## src/core/ptoc_defs.vh

```
// Purpose: constants for the pad test override control block
// Assumes: register index times four gives the apb byte address
// Notes: definitions only
`ifndef PTOC_DEFS_VH
`define PTOC_DEFS_VH
`define PTOC_IDX_CTRL 12'h455
`define PTOC_IDX_SLEW 12'h456
`define PTOC_IDX_INL 12'h457
`define PTOC_IDX_INU 12'h458
`define PTOC_RST_CTRL 16'h0000
`define PTOC_RST_SLEW 16'h0108
`define PTOC_CTRL_WMASK 16'h3fff
`define PTOC_SLEW_WMASK 16'h03ff
`define PTOC_VAL_HI 3
`define PTOC_VAL_LO 0
`define PTOC_FORCE_BIT 4
`define PTOC_OEN_BIT 5
`define PTOC_PFORCE_BIT 6
`define PTOC_PULL_HI 8
`define PTOC_PULL_LO 7
`define PTOC_CSLEW_HI 13
`define PTOC_CSLEW_LO 9
`define PTOC_RSLEW_HI 9
`define PTOC_RSLEW_LO 5
`define PTOC_PULL_NONE 2'h0
`define PTOC_PULL_UP 2'h1
`define PTOC_PULL_DOWN 2'h2
`define PTOC_PULL_BOTH 2'h3
`define PTOC_CSLEW_DEF 5'h00
`define PTOC_CSLEW_SLOW 5'h01
`define PTOC_CSLEW_FAST 5'h02
`define PTOC_RSLEW_DEF 5'h08
`define PTOC_RSLEW_MED 5'h0a
`define PTOC_RSLEW_SLOWEST 5'h0b
`endif

```

## src/core/ptoc_top.v

```verilog
// Purpose: pad test override control with apb register access
// Assumes: apb slave, 32-bit data, registers at index times four
// Notes: 20 pads, lower 16 values come from an external value port
//
// Our own choice: the APB slave port.
`timescale 1ns/1ns
`include "ptoc_defs.vh"
// What this block does
// [RULE_01] With override on and direction output, the four upper pads follow bits 3-0.
// [RULE_02] While bit 4 is set, pad direction comes from bit 5 and levels from bits 3-0 and the lower_value port.
// [RULE_03] Bit 5 is an active-low output enable used only in override mode; 0 makes outputs.
// [RULE_04] Pull field bits 8-7 decode as none, up, down or both.
// [RULE_05] Bit 6 set applies the test pull field instead of functional pulls.
// [RULE_06] Bits 13-9 select the clock output pad edge rate.
// [RULE_07] Bits 9-5 of the second register select the receive pad edge rate.
// [RULE_08] With override on and direction input, the status bits show sensed pin levels.
// [RULE_09] With override off and bit 6 clear, pads stay under functional control.
module ptoc_top #(
    parameter NPADS = 20,
    parameter NLOW = 16
) (
    input wire ref_clk,
    input wire rst,
    input wire psel,
    input wire penable,
    input wire pwrite,
    input wire [15:0] paddr,
    input wire [31:0] pwdata,
    input wire [3:0] pstrb,
    output wire pready,
    output reg [31:0] prdata,
    output reg pslverr,
    input wire [NLOW-1:0] lower_value,
    input wire [NPADS-1:0] func_out,
    input wire [NPADS-1:0] func_oe,
    input wire [NPADS-1:0] func_pu,
    input wire [NPADS-1:0] func_pd,
    input wire [NPADS-1:0] pad_in,
    output reg [NPADS-1:0] pad_out,
    output reg [NPADS-1:0] pad_oe,
    output wire [NPADS-1:0] pad_pu,
    output wire [NPADS-1:0] pad_pd,
    output reg [NPADS-1:0] func_in,
    output reg [4:0] clock_output_pad_slew,
    output reg [4:0] rx_pad_slew
);
    // ----------------------------------------
    // register bank
    // ----------------------------------------
    reg [15:0] ctrl_reg;
    reg [15:0] slew_reg;
    reg [15:0] in_low_reg;
    reg [3:0] in_up_reg;
    wire [NPADS-1:0] pin_level;
    wire [13:0] word_idx;
    wire hit_ctrl;
    wire hit_slew;
    wire hit_inl;
    wire hit_inu;
    wire hit_any;
    wire wr_en;
    wire rd_en;
    wire force_on;
    wire drive_out;
    wire sense_in;

    function [15:0] ptoc_merge;
        input [15:0] old_val;
        input [31:0] wdata;
        input [3:0] strb;
        input [15:0] wmask;
        reg [15:0] lane;
        begin
            lane = {{8{strb[1]}}, {8{strb[0]}}} & wmask;
            ptoc_merge = (old_val & ~lane) | (wdata[15:0] & lane);
        end
    endfunction

    assign word_idx = paddr[15:2];
    assign hit_ctrl = (word_idx == {2'h0, `PTOC_IDX_CTRL});
    assign hit_slew = (word_idx == {2'h0, `PTOC_IDX_SLEW});
    assign hit_inl = (word_idx == {2'h0, `PTOC_IDX_INL});
    assign hit_inu = (word_idx == {2'h0, `PTOC_IDX_INU});
    assign hit_any = hit_ctrl | hit_slew | hit_inl | hit_inu;
    assign pready = 1'b1;
    assign wr_en = psel & penable & pwrite;
    assign rd_en = psel & ~penable & ~pwrite;

    assign force_on = ctrl_reg[`PTOC_FORCE_BIT];
    assign drive_out = force_on & ~ctrl_reg[`PTOC_OEN_BIT]; // [RULE_03]
    assign sense_in = force_on & ctrl_reg[`PTOC_OEN_BIT];

    // writes to read-only status words are ignored, unmapped raise pslverr
    always @(posedge ref_clk) begin
        if (rst) begin
            ctrl_reg <= `PTOC_RST_CTRL;
            slew_reg <= `PTOC_RST_SLEW;
        end else if (wr_en) begin
            if (hit_ctrl) begin
                ctrl_reg <= ptoc_merge(ctrl_reg, pwdata, pstrb, `PTOC_CTRL_WMASK);
            end
            if (hit_slew) begin
                slew_reg <= ptoc_merge(slew_reg, pwdata, pstrb, `PTOC_SLEW_WMASK);
            end
        end
    end

    // read data registered in setup, valid in the access cycle
    always @(posedge ref_clk) begin
        if (rst) begin
            prdata <= 32'h00000000;
            pslverr <= 1'b0;
        end else if (psel & ~penable) begin
            pslverr <= ~hit_any;
            if (rd_en & hit_ctrl) begin
                prdata <= {16'h0000, ctrl_reg};
            end else if (rd_en & hit_slew) begin
                prdata <= {16'h0000, slew_reg};
            end else if (rd_en & hit_inl) begin
                prdata <= {16'h0000, in_low_reg};
            end else if (rd_en & hit_inu) begin
                prdata <= {28'h0000000, in_up_reg};
            end else begin
                prdata <= 32'h00000000;
            end
        end
    end

    // ----------------------------------------
    // pad input sensing
    // ----------------------------------------
    ptoc_sync #(
        .WIDTH(NPADS)
    ) u_sync (
        .ref_clk(ref_clk),
        .rst(rst),
        .async_in(pad_in),
        .level_out(pin_level)
    );

    // status holds last sample once the pads leave input test mode
    always @(posedge ref_clk) begin
        if (rst) begin
            in_low_reg <= 16'h0000;
            in_up_reg <= 4'h0;
            func_in <= {NPADS{1'b0}};
        end else begin
            func_in <= pin_level;
            if (sense_in) begin
                in_low_reg <= pin_level[NLOW-1:0]; // [RULE_08]
                in_up_reg <= pin_level[NPADS-1:NLOW];
            end
        end
    end

    // ----------------------------------------
    // pad drive and direction
    // ----------------------------------------
    always @(posedge ref_clk) begin
        if (rst) begin
            pad_out <= {NPADS{1'b0}};
            pad_oe <= {NPADS{1'b0}};
        end else if (force_on) begin
            pad_oe <= {NPADS{drive_out}}; // [RULE_02]
            pad_out <= {ctrl_reg[`PTOC_VAL_HI:`PTOC_VAL_LO], lower_value}; // [RULE_01]
        end else begin
            pad_oe <= func_oe; // [RULE_09]
            pad_out <= func_out;
        end
    end

    // ----------------------------------------
    // pulls and slew
    // ----------------------------------------
    ptoc_pull #(
        .WIDTH(NPADS)
    ) u_pull (
        .pull_force(ctrl_reg[`PTOC_PFORCE_BIT]),
        .pull_code(ctrl_reg[`PTOC_PULL_HI:`PTOC_PULL_LO]),
        .func_pu(func_pu),
        .func_pd(func_pd),
        .pad_pu(pad_pu),
        .pad_pd(pad_pd)
    );

    always @(posedge ref_clk) begin
        if (rst) begin
            clock_output_pad_slew <= `PTOC_CSLEW_DEF;
            rx_pad_slew <= `PTOC_RSLEW_DEF;
        end else begin
            clock_output_pad_slew <= ctrl_reg[`PTOC_CSLEW_HI:`PTOC_CSLEW_LO]; // [RULE_06]
            rx_pad_slew <= slew_reg[`PTOC_RSLEW_HI:`PTOC_RSLEW_LO]; // [RULE_07]
        end
    end
endmodule

```

## src/core/ptoc_sync.v

```verilog
// Purpose: three-stage synchroniser for pad input levels
// Assumes: inputs asynchronous to ref_clk
// Notes: a change is taken once stages two and three agree
`timescale 1ns/1ns
module ptoc_sync #(
    parameter WIDTH = 20
) (
    input wire ref_clk,
    input wire rst,
    input wire [WIDTH-1:0] async_in,
    output reg [WIDTH-1:0] level_out
);
    reg [WIDTH-1:0] s1_reg;
    reg [WIDTH-1:0] s2_reg;
    reg [WIDTH-1:0] s3_reg;
    integer i;
    always @(posedge ref_clk) begin
        if (rst) begin
            s1_reg <= {WIDTH{1'b0}};
            s2_reg <= {WIDTH{1'b0}};
            s3_reg <= {WIDTH{1'b0}};
            level_out <= {WIDTH{1'b0}};
        end else begin
            s1_reg <= async_in;
            s2_reg <= s1_reg;
            s3_reg <= s2_reg;
            // hold last value while stages disagree, filters one-cycle glitches
            for (i = 0; i < WIDTH; i = i + 1) begin
                if (s2_reg[i] == s3_reg[i]) begin
                    level_out[i] <= s3_reg[i];
                end
            end
        end
    end
endmodule

```

## src/core/ptoc_pull.v

```verilog
// Purpose: pull decode and override select for all pads
// Assumes: functional pull enables come from the same clock domain
// Notes: purely combinational
`timescale 1ns/1ns
`include "ptoc_defs.vh"
module ptoc_pull #(
    parameter WIDTH = 20
) (
    input wire pull_force,
    input wire [1:0] pull_code,
    input wire [WIDTH-1:0] func_pu,
    input wire [WIDTH-1:0] func_pd,
    output reg [WIDTH-1:0] pad_pu,
    output reg [WIDTH-1:0] pad_pd
);
    reg tm_pu;
    reg tm_pd;
    always @* begin
        case (pull_code)
            `PTOC_PULL_NONE: begin tm_pu = 1'b0; tm_pd = 1'b0; end // [RULE_04]
            `PTOC_PULL_UP: begin tm_pu = 1'b1; tm_pd = 1'b0; end
            `PTOC_PULL_DOWN: begin tm_pu = 1'b0; tm_pd = 1'b1; end
            default: begin tm_pu = 1'b1; tm_pd = 1'b1; end
        endcase
        if (pull_force) begin
            pad_pu = {WIDTH{tm_pu}}; // [RULE_05]
            pad_pd = {WIDTH{tm_pd}};
        end else begin
            pad_pu = func_pu; // [RULE_09]
            pad_pd = func_pd;
        end
    end
endmodule

```

## config.mk

```make
export PLATFORM = sky130hd
export DESIGN_NAME = ptoc_top
export DESIGN_NICKNAME = d
export VERILOG_FILES = /design/src/core/ptoc_top.v /design/src/core/ptoc_sync.v /design/src/core/ptoc_pull.v
export VERILOG_INCLUDE_DIRS = /design/src /design/src/core
export SDC_FILE = /design/constraint.sdc
export NUM_CORES = 1
export LEC_CHECK = 0
export BUFFER_PORTS_ARGS = -buffer_cell sky130_fd_sc_hd__buf_4
export CAP_MARGIN = 15
export CORE_ASPECT_RATIO = 1.2
export CORE_MARGIN = 2
export CORE_UTILIZATION = 51
export DETAILED_ROUTE_END_ITERATION = 8
export PLACE_DENSITY = 0.86
export SLEW_MARGIN = 15
export SYNTH_ARGS = -nofsm -noshare
export SYNTH_HDL_FRONTEND = slang
export SYNTH_SLANG_ARGS = --single-unit
```

## constraint.sdc

```tcl
create_clock -name ref_clk -period 3.4 [get_ports ref_clk]
set_clock_uncertainty 0.15 [all_clocks]
set_input_delay 0.51 -clock ref_clk [delete_from_list [all_inputs] [get_ports ref_clk]]
set_output_delay 0.51 -clock ref_clk [all_outputs]
set_load 0.02 [all_outputs]
```

==> Yosys cells after proc, flatten, opt, wreduce, memory -nomap -nowiden <==
Cells that the tools add are included.
{ "op_classes": {"eq_ne": 26, "n_mux": 10, "bitwise_logic": 25, "reduce_logical": 5} }
{ "ops": {"columns": ["operator", "count"], "rows": [
  ["$mux 20", 4],
  ["$eq 14x11->1 const B", 4],
  ["$mux 16", 3],
  ["$and 16x16->16", 2],
  ["$or 16x16->16", 2],
  ["$eq 1x1->1", 20],
  ["$and 16x10->16", 1],
  ["$and 16x14->16", 1],
  ["$not 10->16", 1],
  ["$not 14->16", 1],
  ["$and 1x1->1", 10],
  ["$mux 4", 1],
  ["$not 1->1", 4],
  ["$reduce_and 2->1", 2],
  ["$reduce_or 2->1", 2],
  ["$or 1x1->1", 3],
  ["$eq 2x1->1 const B", 1],
  ["$eq 2x2->1 const B", 1],
  ["$logic_not 2->1", 1],
  ["$mux 1", 2]
]} }
{ "word_totals": {"reg_bits": 235, "word_cells": 100} }

==> Logic depth before layout (Yosys ltp) <==
Gate-level depths: netlist of run 1.
{ "logic_depth": {"depth_word": 8, "mapped_depth": 6, "depth_no_buf": 4} }

==> Hierarchy <==
Synthesis of run 1 repeated with hierarchy kept, for this count alone.
{ "hier_totals": {"hier_cells": 735, "area_unflattened_um2": 8097.8} }
{ "modules_own_cells": {"columns": ["mod", "instances", "cells_per_inst", "area_each_um2", "seq_area_each_um2"], "rows": [
  ["ptoc_top", 1, 478, 4823.4, 2622.5],
  ["ptoc_sync", 1, 209, 2763.9, 1601.5],
  ["ptoc_pull", 1, 48, 510.5, 0.0]
]} }

==> Least setup slack after synthesis of run 1 <==
Ideal clock, no wire load.
{ "synth_path": {"path_type": "input -> register", "from": "in paddr[5]", "to": "reg with a tool-made name", "arrival_time_ns": 1.740, "path_slack_ns": 1.438, "cell_stages": 5, "path_buffers": 1, "cell_sequence": "nand2b_1 -> buf_2 -> nand2b_1 -> nor4_4 -> mux2i_1"} }
{ "synth_rtl": {"columns": ["item", "line", "rtl"], "rows": [
  ["start: declaration", "ptoc_top.v:27", "input wire [15:0] paddr,"]
]} }

==> results of run 1 <==
## critical path: stages, from the launching register on
cell     delay [ps]
dfxtp_1         670
nand2_1         460
o21ai_0         220
buf_4           180
## path summary, 6_finish.rpt
check | startpoint | to | slack, ps | depth (start not counted)
setup / recovery | flip-flop | pad_pu[9] | 730 | 3
hold / removal | func_oe[5] | pad_oe[5]$_SDFF_PP0_ | 70 | 2
setup reg to reg | flip-flop | in_low_reg[3]$_SDFFE_PP0P_ | 1490 | 4
hold reg to reg | u_sync.s1_reg[11]$_SDFF_PP0_ | u_sync.s2_reg[11]$_SDFF_PP0_ | 280 | 1
## cell families (layout without fill, tap and decap cells)
family | Yosys count | in the layout | share of synthesized area
AOI/OAI and AO/OA | 181 | 181 | 0.1475
buffers and inverters | 118 | 371 | 0.06838
and+or+nand+nor | 208 | 208 | 0.1582
DFF | 211 | 211 | 0.5686
muxes | 41 | 41 | 0.05626
other | 2 | 17 | 0.001011
## routing by layer
| metal | global-route usage | wire length (um) | up-vias |
|---|---|---|---|
| met5 | 0 | 0 | - |
| met4 | 0.09011 | 722 | 0 |
| met3 | 0.03968 | 1278 | 44 |
| met2 | 0.3968 | 9339 | 226 |
| met1 | 0.2516 | 7145 | 2684 |
| li1 | - | - | 2996 |
## layout make-up
cell class                      count  area share
Timing Repair Buffer              284      0.2090
Multi-Input combinational cell    447      0.2701
Clock inverter                      7    0.008955
Inverter                           54     0.01987
Sequential cell                   211      0.4143
Clock buffer                       26     0.05631
Tap cell                          175     0.02147
## synth_stat cells (17+ instances only)
library cell  instances  share of area
dfxtp_1             211           0.57
nor2b_1              94          0.079
o21ai_0              90          0.061
inv_1                54          0.027
clkbuf_1             42          0.021
nand2_1              37          0.019
mux2i_1              35          0.047
nor2_1               32          0.016
a21oi_1              28          0.019
nand2b_1             22          0.019
o21a_1               20          0.020
o22a_1               20          0.024
buf_4                17          0.017
## through the flow
stage / util / hold slack (ps) / total power (W) / cells
6_report: 0.7136 / 68.42 / 0.005216 / 1204
3_3_place_gp: 0.6670 / 266.9 / 0.003035 / 1171
4_1_cts: 0.7136 / 61.98 / 0.005256 / 1204
2_1_floorplan: - / 263.4 / 0.002819 / 776
5_1_grt: 0.7136 / 62.88 / 0.005392 / 1204
3_5_place_dp: 0.6670 / 270.4 / 0.003046 / 1171
## power by group through the flow
stage	combinational [W]	clock [W]	sequential [W]
floorplan	0.000188	0	0.00263
global placement	0.000437	0	0.00260
detailed placement	0.000447	0	0.00260
CTS	0.000448	0.00226	0.00254
global route	0.000478	0.00237	0.00255
finish	0.000446	0.00223	0.00254
==> impl_metrics.yaml, run 1 <==
place:
  port-buffer-count: 277
  dpl-instance-area_sq_mm: 0.009534
  dp_slack_ps: 981.2
  place_congestion: 0.8453
  dp_hpwl_mm: 13.32
die:
  die_w_um: 114.2
  rows: 48
  start_util: 0.5197
  die_h_um: 136.2
  fp.coreArea_sq_mm: 0.01429
  dieArea_sq_mm: 0.01555
  io_pins: 317
grt:
  grt_max_degree: 78
  grt.overflow.total: 0
  first_global_vias: 5394
  grt_usage: 0.2185
  antenna_found_initial: 0
  grt_pass1_wl_mm: 27.32
cells_and_area:
  ff_latch_area_sq_mm: 0.004225
  syn_to_final_growth_pct: 37.31
  mostFrequentLayoutCell: "buf_4"
  n_antenna_cell: 0
  nFillCells: 1088
  final_cell_mix: "buf_4, dfxtp_1, nor2b_1"
  design_area_sq_mm: 0.01020
  drive_above_1_share: 0.3207
  fin_nets: 1191
  multi_input_area_sq_mm: 0.002755
cts:
  cts_buffer_depth: 3
  cts_buffers: 20
  cts_resized: 0
  clk_latency_ps: 480
  cts_hold_buf: 0
  cts.sinks: 211
  root_buffer: "clkbuf_16"
  htree_levels: 1
  post_cts_buffers: 0
  clk_pin_slew_ps: 70
  cts_tree: "yes"
sta:
  tns_ps: 0
  min_period_ps: 2669
  tightest_slew_ps: 1126
  finalHoldViolCount: 0
  fin_crit_sh: 0.7849
  maxSlewViolCount: 0
  setup_ws_ps: 731.3
  slew_headroom: 0.2467
  final-setup-viol-count: 0
  rsz0062_at_grt: "false"
  max_freq_ghz: 0.3747
worst_setup_path:
  crit_required_ps: 2740
  cp.arrival_ps: 2010
  crit_path_max_fanout: 22
  critPathLaunchType: "flip-flop"
  crit_type: "flip-flop to output port"
  end_kind: "output port"
drt:
  drc: 0
  vias: 5950
  wire_per_inst_um: 15.35
  drt_wl_total_mm: 18.49
  vias_per_cell: 4.942
  dr.pass1.iters: 4
  drt_iter0_drc: 297
  drtAntennaViolNets: 0
outcome:
  outcome: "complete, no violations"
logic_synthesis:
  synthArstFlopShare: 0
  synth_warnings: 0
  syn_avg_cell_area_sq_um: 9.761
  synth_seq_area_share: 0.5686
  ys.flop_type: "dfxtp_1"
  synth-edff-count: 0
  yosys_register_bits: 211
  synthCells: 761
  yosysUniqueCellTypes: 37
  synth_area_sq_mm: 0.007428
power:
  intPower_w: 0.004093
  p_comb_frac: 0.086
  p_seq_frac: 0.488
  p_per_area_mw_per_mm2: 511.4
  p_sw_frac: 0.2154
  ir_drop_mv: 0.4303
  p_leak_nw: 4.653
  p_switching_w: 0.001124
  p_clk_frac: 0.427
min_path:
  worstHoldPathType: "input port to flip-flop"
job:
  drv_cap: 0
No activity file was read; power rests on OpenSTA's default activity.
==> run 2, diff against run 1 <==
--- a/config.mk
+++ b/config.mk
@@ -10,9 +10,9 @@
 export CAP_MARGIN = 15
 export CORE_ASPECT_RATIO = 1.2
 export CORE_MARGIN = 2
-export CORE_UTILIZATION = 51
+export CORE_UTILIZATION = 47
 export DETAILED_ROUTE_END_ITERATION = 8
-export PLACE_DENSITY = 0.86
+export PLACE_DENSITY = 0.8
 export SLEW_MARGIN = 15
 export SYNTH_ARGS = -nofsm -noshare
 export SYNTH_HDL_FRONTEND = slang
==> constraint.sdc (replaced) <==
create_clock -name ref_clk -period 2.5 [get_ports ref_clk]
set_clock_uncertainty 0.15 [all_clocks]
set_input_delay 0.375 -clock ref_clk [delete_from_list [all_inputs] [get_ports ref_clk]]
set_output_delay 0.375 -clock ref_clk [all_outputs]
set_load 0.02 [all_outputs]
==> run 2 against run 1 <==
  * Final area increased by 8.7%
  * Combinational power increased by 63%
  * Setup slack got worse by 350 ps
  * Total power increased by 41%
  * Hold slack got worse by 46 ps
  * Sequential share of layout area decreased by 3.3 points
  * Clock power increased by 43%
==> impl_metrics.yaml, run 2 (synthesis results as in run 1) <==
outcome:
  outcome: "complete, no violations"
die:
  dieArea_sq_mm: 0.01683
  die_w_um: 118.8
  die_h_um: 141.7
  io_pins: 317
  rows: 50
  fp.coreArea_sq_mm: 0.01551
  start_util: 0.4788
cells_and_area:
  ff_latch_area_sq_mm: 0.004225
  nFillCells: 1131
  fin_nets: 1273
  drive_above_1_share: 0.3064
  multi_input_area_sq_mm: 0.002763
  syn_to_final_growth_pct: 49.28
  n_antenna_cell: 0
  final_cell_mix: "buf_4, dfxtp_1, nor2b_1"
  mostFrequentLayoutCell: "buf_4"
  postLayoutCoreUtil: 0.7148
drt:
  drc: 0
  vias: 6401
  drt_wl_total_mm: 21.02
  vias_per_cell: 4.846
  drt_iter0_drc: 339
  drtAntennaViolNets: 0
  dr.pass1.iters: 5
  wire_per_inst_um: 15.91
cts:
  clk_latency_ps: 500
  cts_tree: "yes"
  htree_levels: 1
  cts.sinks: 211
  root_buffer: "clkbuf_16"
  cts_buffers: 21
  clk_pin_slew_ps: 70
  post_cts_buffers: 0
  cts_buffer_depth: 3
place:
  place_congestion: 0.7816
  port-buffer-count: 277
  dp_hpwl_mm: 13.44
grt:
  antenna_found_initial: 0
  grt.overflow.total: 0
  grt_usage: 0.2352
  grt_pass1_wl_mm: 31.88
  first_global_vias: 6155
  grt_max_degree: 129
sta:
  slew_headroom: 0.4373
  tns_ps: 0
  finalHoldViolCount: 0
  maxSlewViolCount: 0
  fin_crit_sh: 0.8486
  max_freq_ghz: 0.4714
  rsz0062_at_grt: "false"
  tightest_slew_ps: 844.1
  final-setup-viol-count: 0
  min_period_ps: 2122
worst_setup_path:
  crit_buf_inv: 2
  reg2reg_slack_ps: 410
  crit_chain: "buf_4, nand2_2, o21ai_0, buf_4"
  cpMaxStageDelayCell: "dfxtp_1"
  end_kind: "output port"
  critPathLaunchType: "flip-flop"
  crit_required_ps: 1980
  crit_family: "buffers and inverters"
  cp.arrival_ps: 1600
  timing.rr.end: "pad_out[7]$_SDFF_PP0_"
  max_stage_delay_ps: 330
  crit_end: "pad_pd[10]"
  crit_top_cell: "buf_4"
  crit_type: "flip-flop to output port"
  r2r_cells: 4
  crit_path_max_fanout: 26
  worstSetupPathDepth: 4
power:
  p_seq_frac: 0.470
  power.total_w: 0.007372
  p_switching_w: 0.001634
  p_sw_frac: 0.2217
  ir_drop_mv: 0.4964
  p_leak_nw: 5.016
  p_per_area_mw_per_mm2: 664.8
  p_clk_frac: 0.432
  p_comb_frac: 0.098
  intPower_w: 0.005738
min_path:
  worstHoldPathType: "input port to flip-flop"
  hp-start: "pwdata[8]"
job:
  drv_cap: 0
## run 2: worst min-delay path, cell delays in order
cell and delay (ps):
buf_4 120, nand2b_1 60, mux2i_1 60
## run 2: how the worst min path moves through the flow
stage,endpoint,slack (ps),depth (start not counted)
after floorplan,rx_pad_slew[3]$_SDFF_PP1_,260,2
after global placement,u_sync.s2_reg[14]$_SDFF_PP0_,270,1
after detailed placement,u_sync.s2_reg[2]$_SDFF_PP0_,270,1
after CTS,pad_out[1]$_SDFF_PP0_,3,3
after global routing,flip-flop,8,3
final,flip-flop,20,3
## run 2: power groups by stage
stage                     combinational, W  clock, W  sequential (W)
after floorplan                   0.000256         0         0.00358
after global placement            0.000602         0         0.00353
after detailed placement          0.000611         0         0.00354
after CTS                         0.000710   0.00324         0.00346
after global routing              0.000772   0.00339         0.00347
final                             0.000726   0.00318         0.00346
## run 2: final cells by class
| class | instances | area share |
|---|---|---|
| Clock buffer | 26 | 0.05089 |
| Clock inverter | 10 | 0.01207 |
| Inverter | 54 | 0.01828 |
| Multi-Input combinational cell | 447 | 0.2491 |
| Sequential cell | 211 | 0.3810 |
| Tap cell | 208 | 0.02347 |
| Timing Repair Buffer | 365 | 0.2651 |
## run 2: routing by layer
| layer | up-vias | global-route usage | share of wire |
|---|---|---|---|
| li1 | 3158 | - | - |
| met1 | 2958 | 0.2552 | 0.38 |
| met2 | 240 | 0.4401 | 0.52 |
| met3 | 45 | 0.05185 | 0.067 |
| met4 | 0 | 0.09712 | 0.036 |
| met5 | - | 0 | 0 |
## run 2: through the flow
step	instances	worst slack (ps)	hold WS [ps]	cell area (sq um)
after CTS	1321	184.7	2.585	11080
after global placement	1210	542.1	266.2	9633
after global routing	1321	173.5	7.842	11090
final	1321	378.5	21.96	11090
after floorplan	776	673.1	263.4	7485
after detailed placement	1210	472.4	272.0	9633
## run 2: repair_timing
item / CTS / global route
hold endpoints to repair: 63 / 0
resized for setup: 0 / 2
hold buffers: 75 / 0
endpoints found under the setup margin: 0 / 7
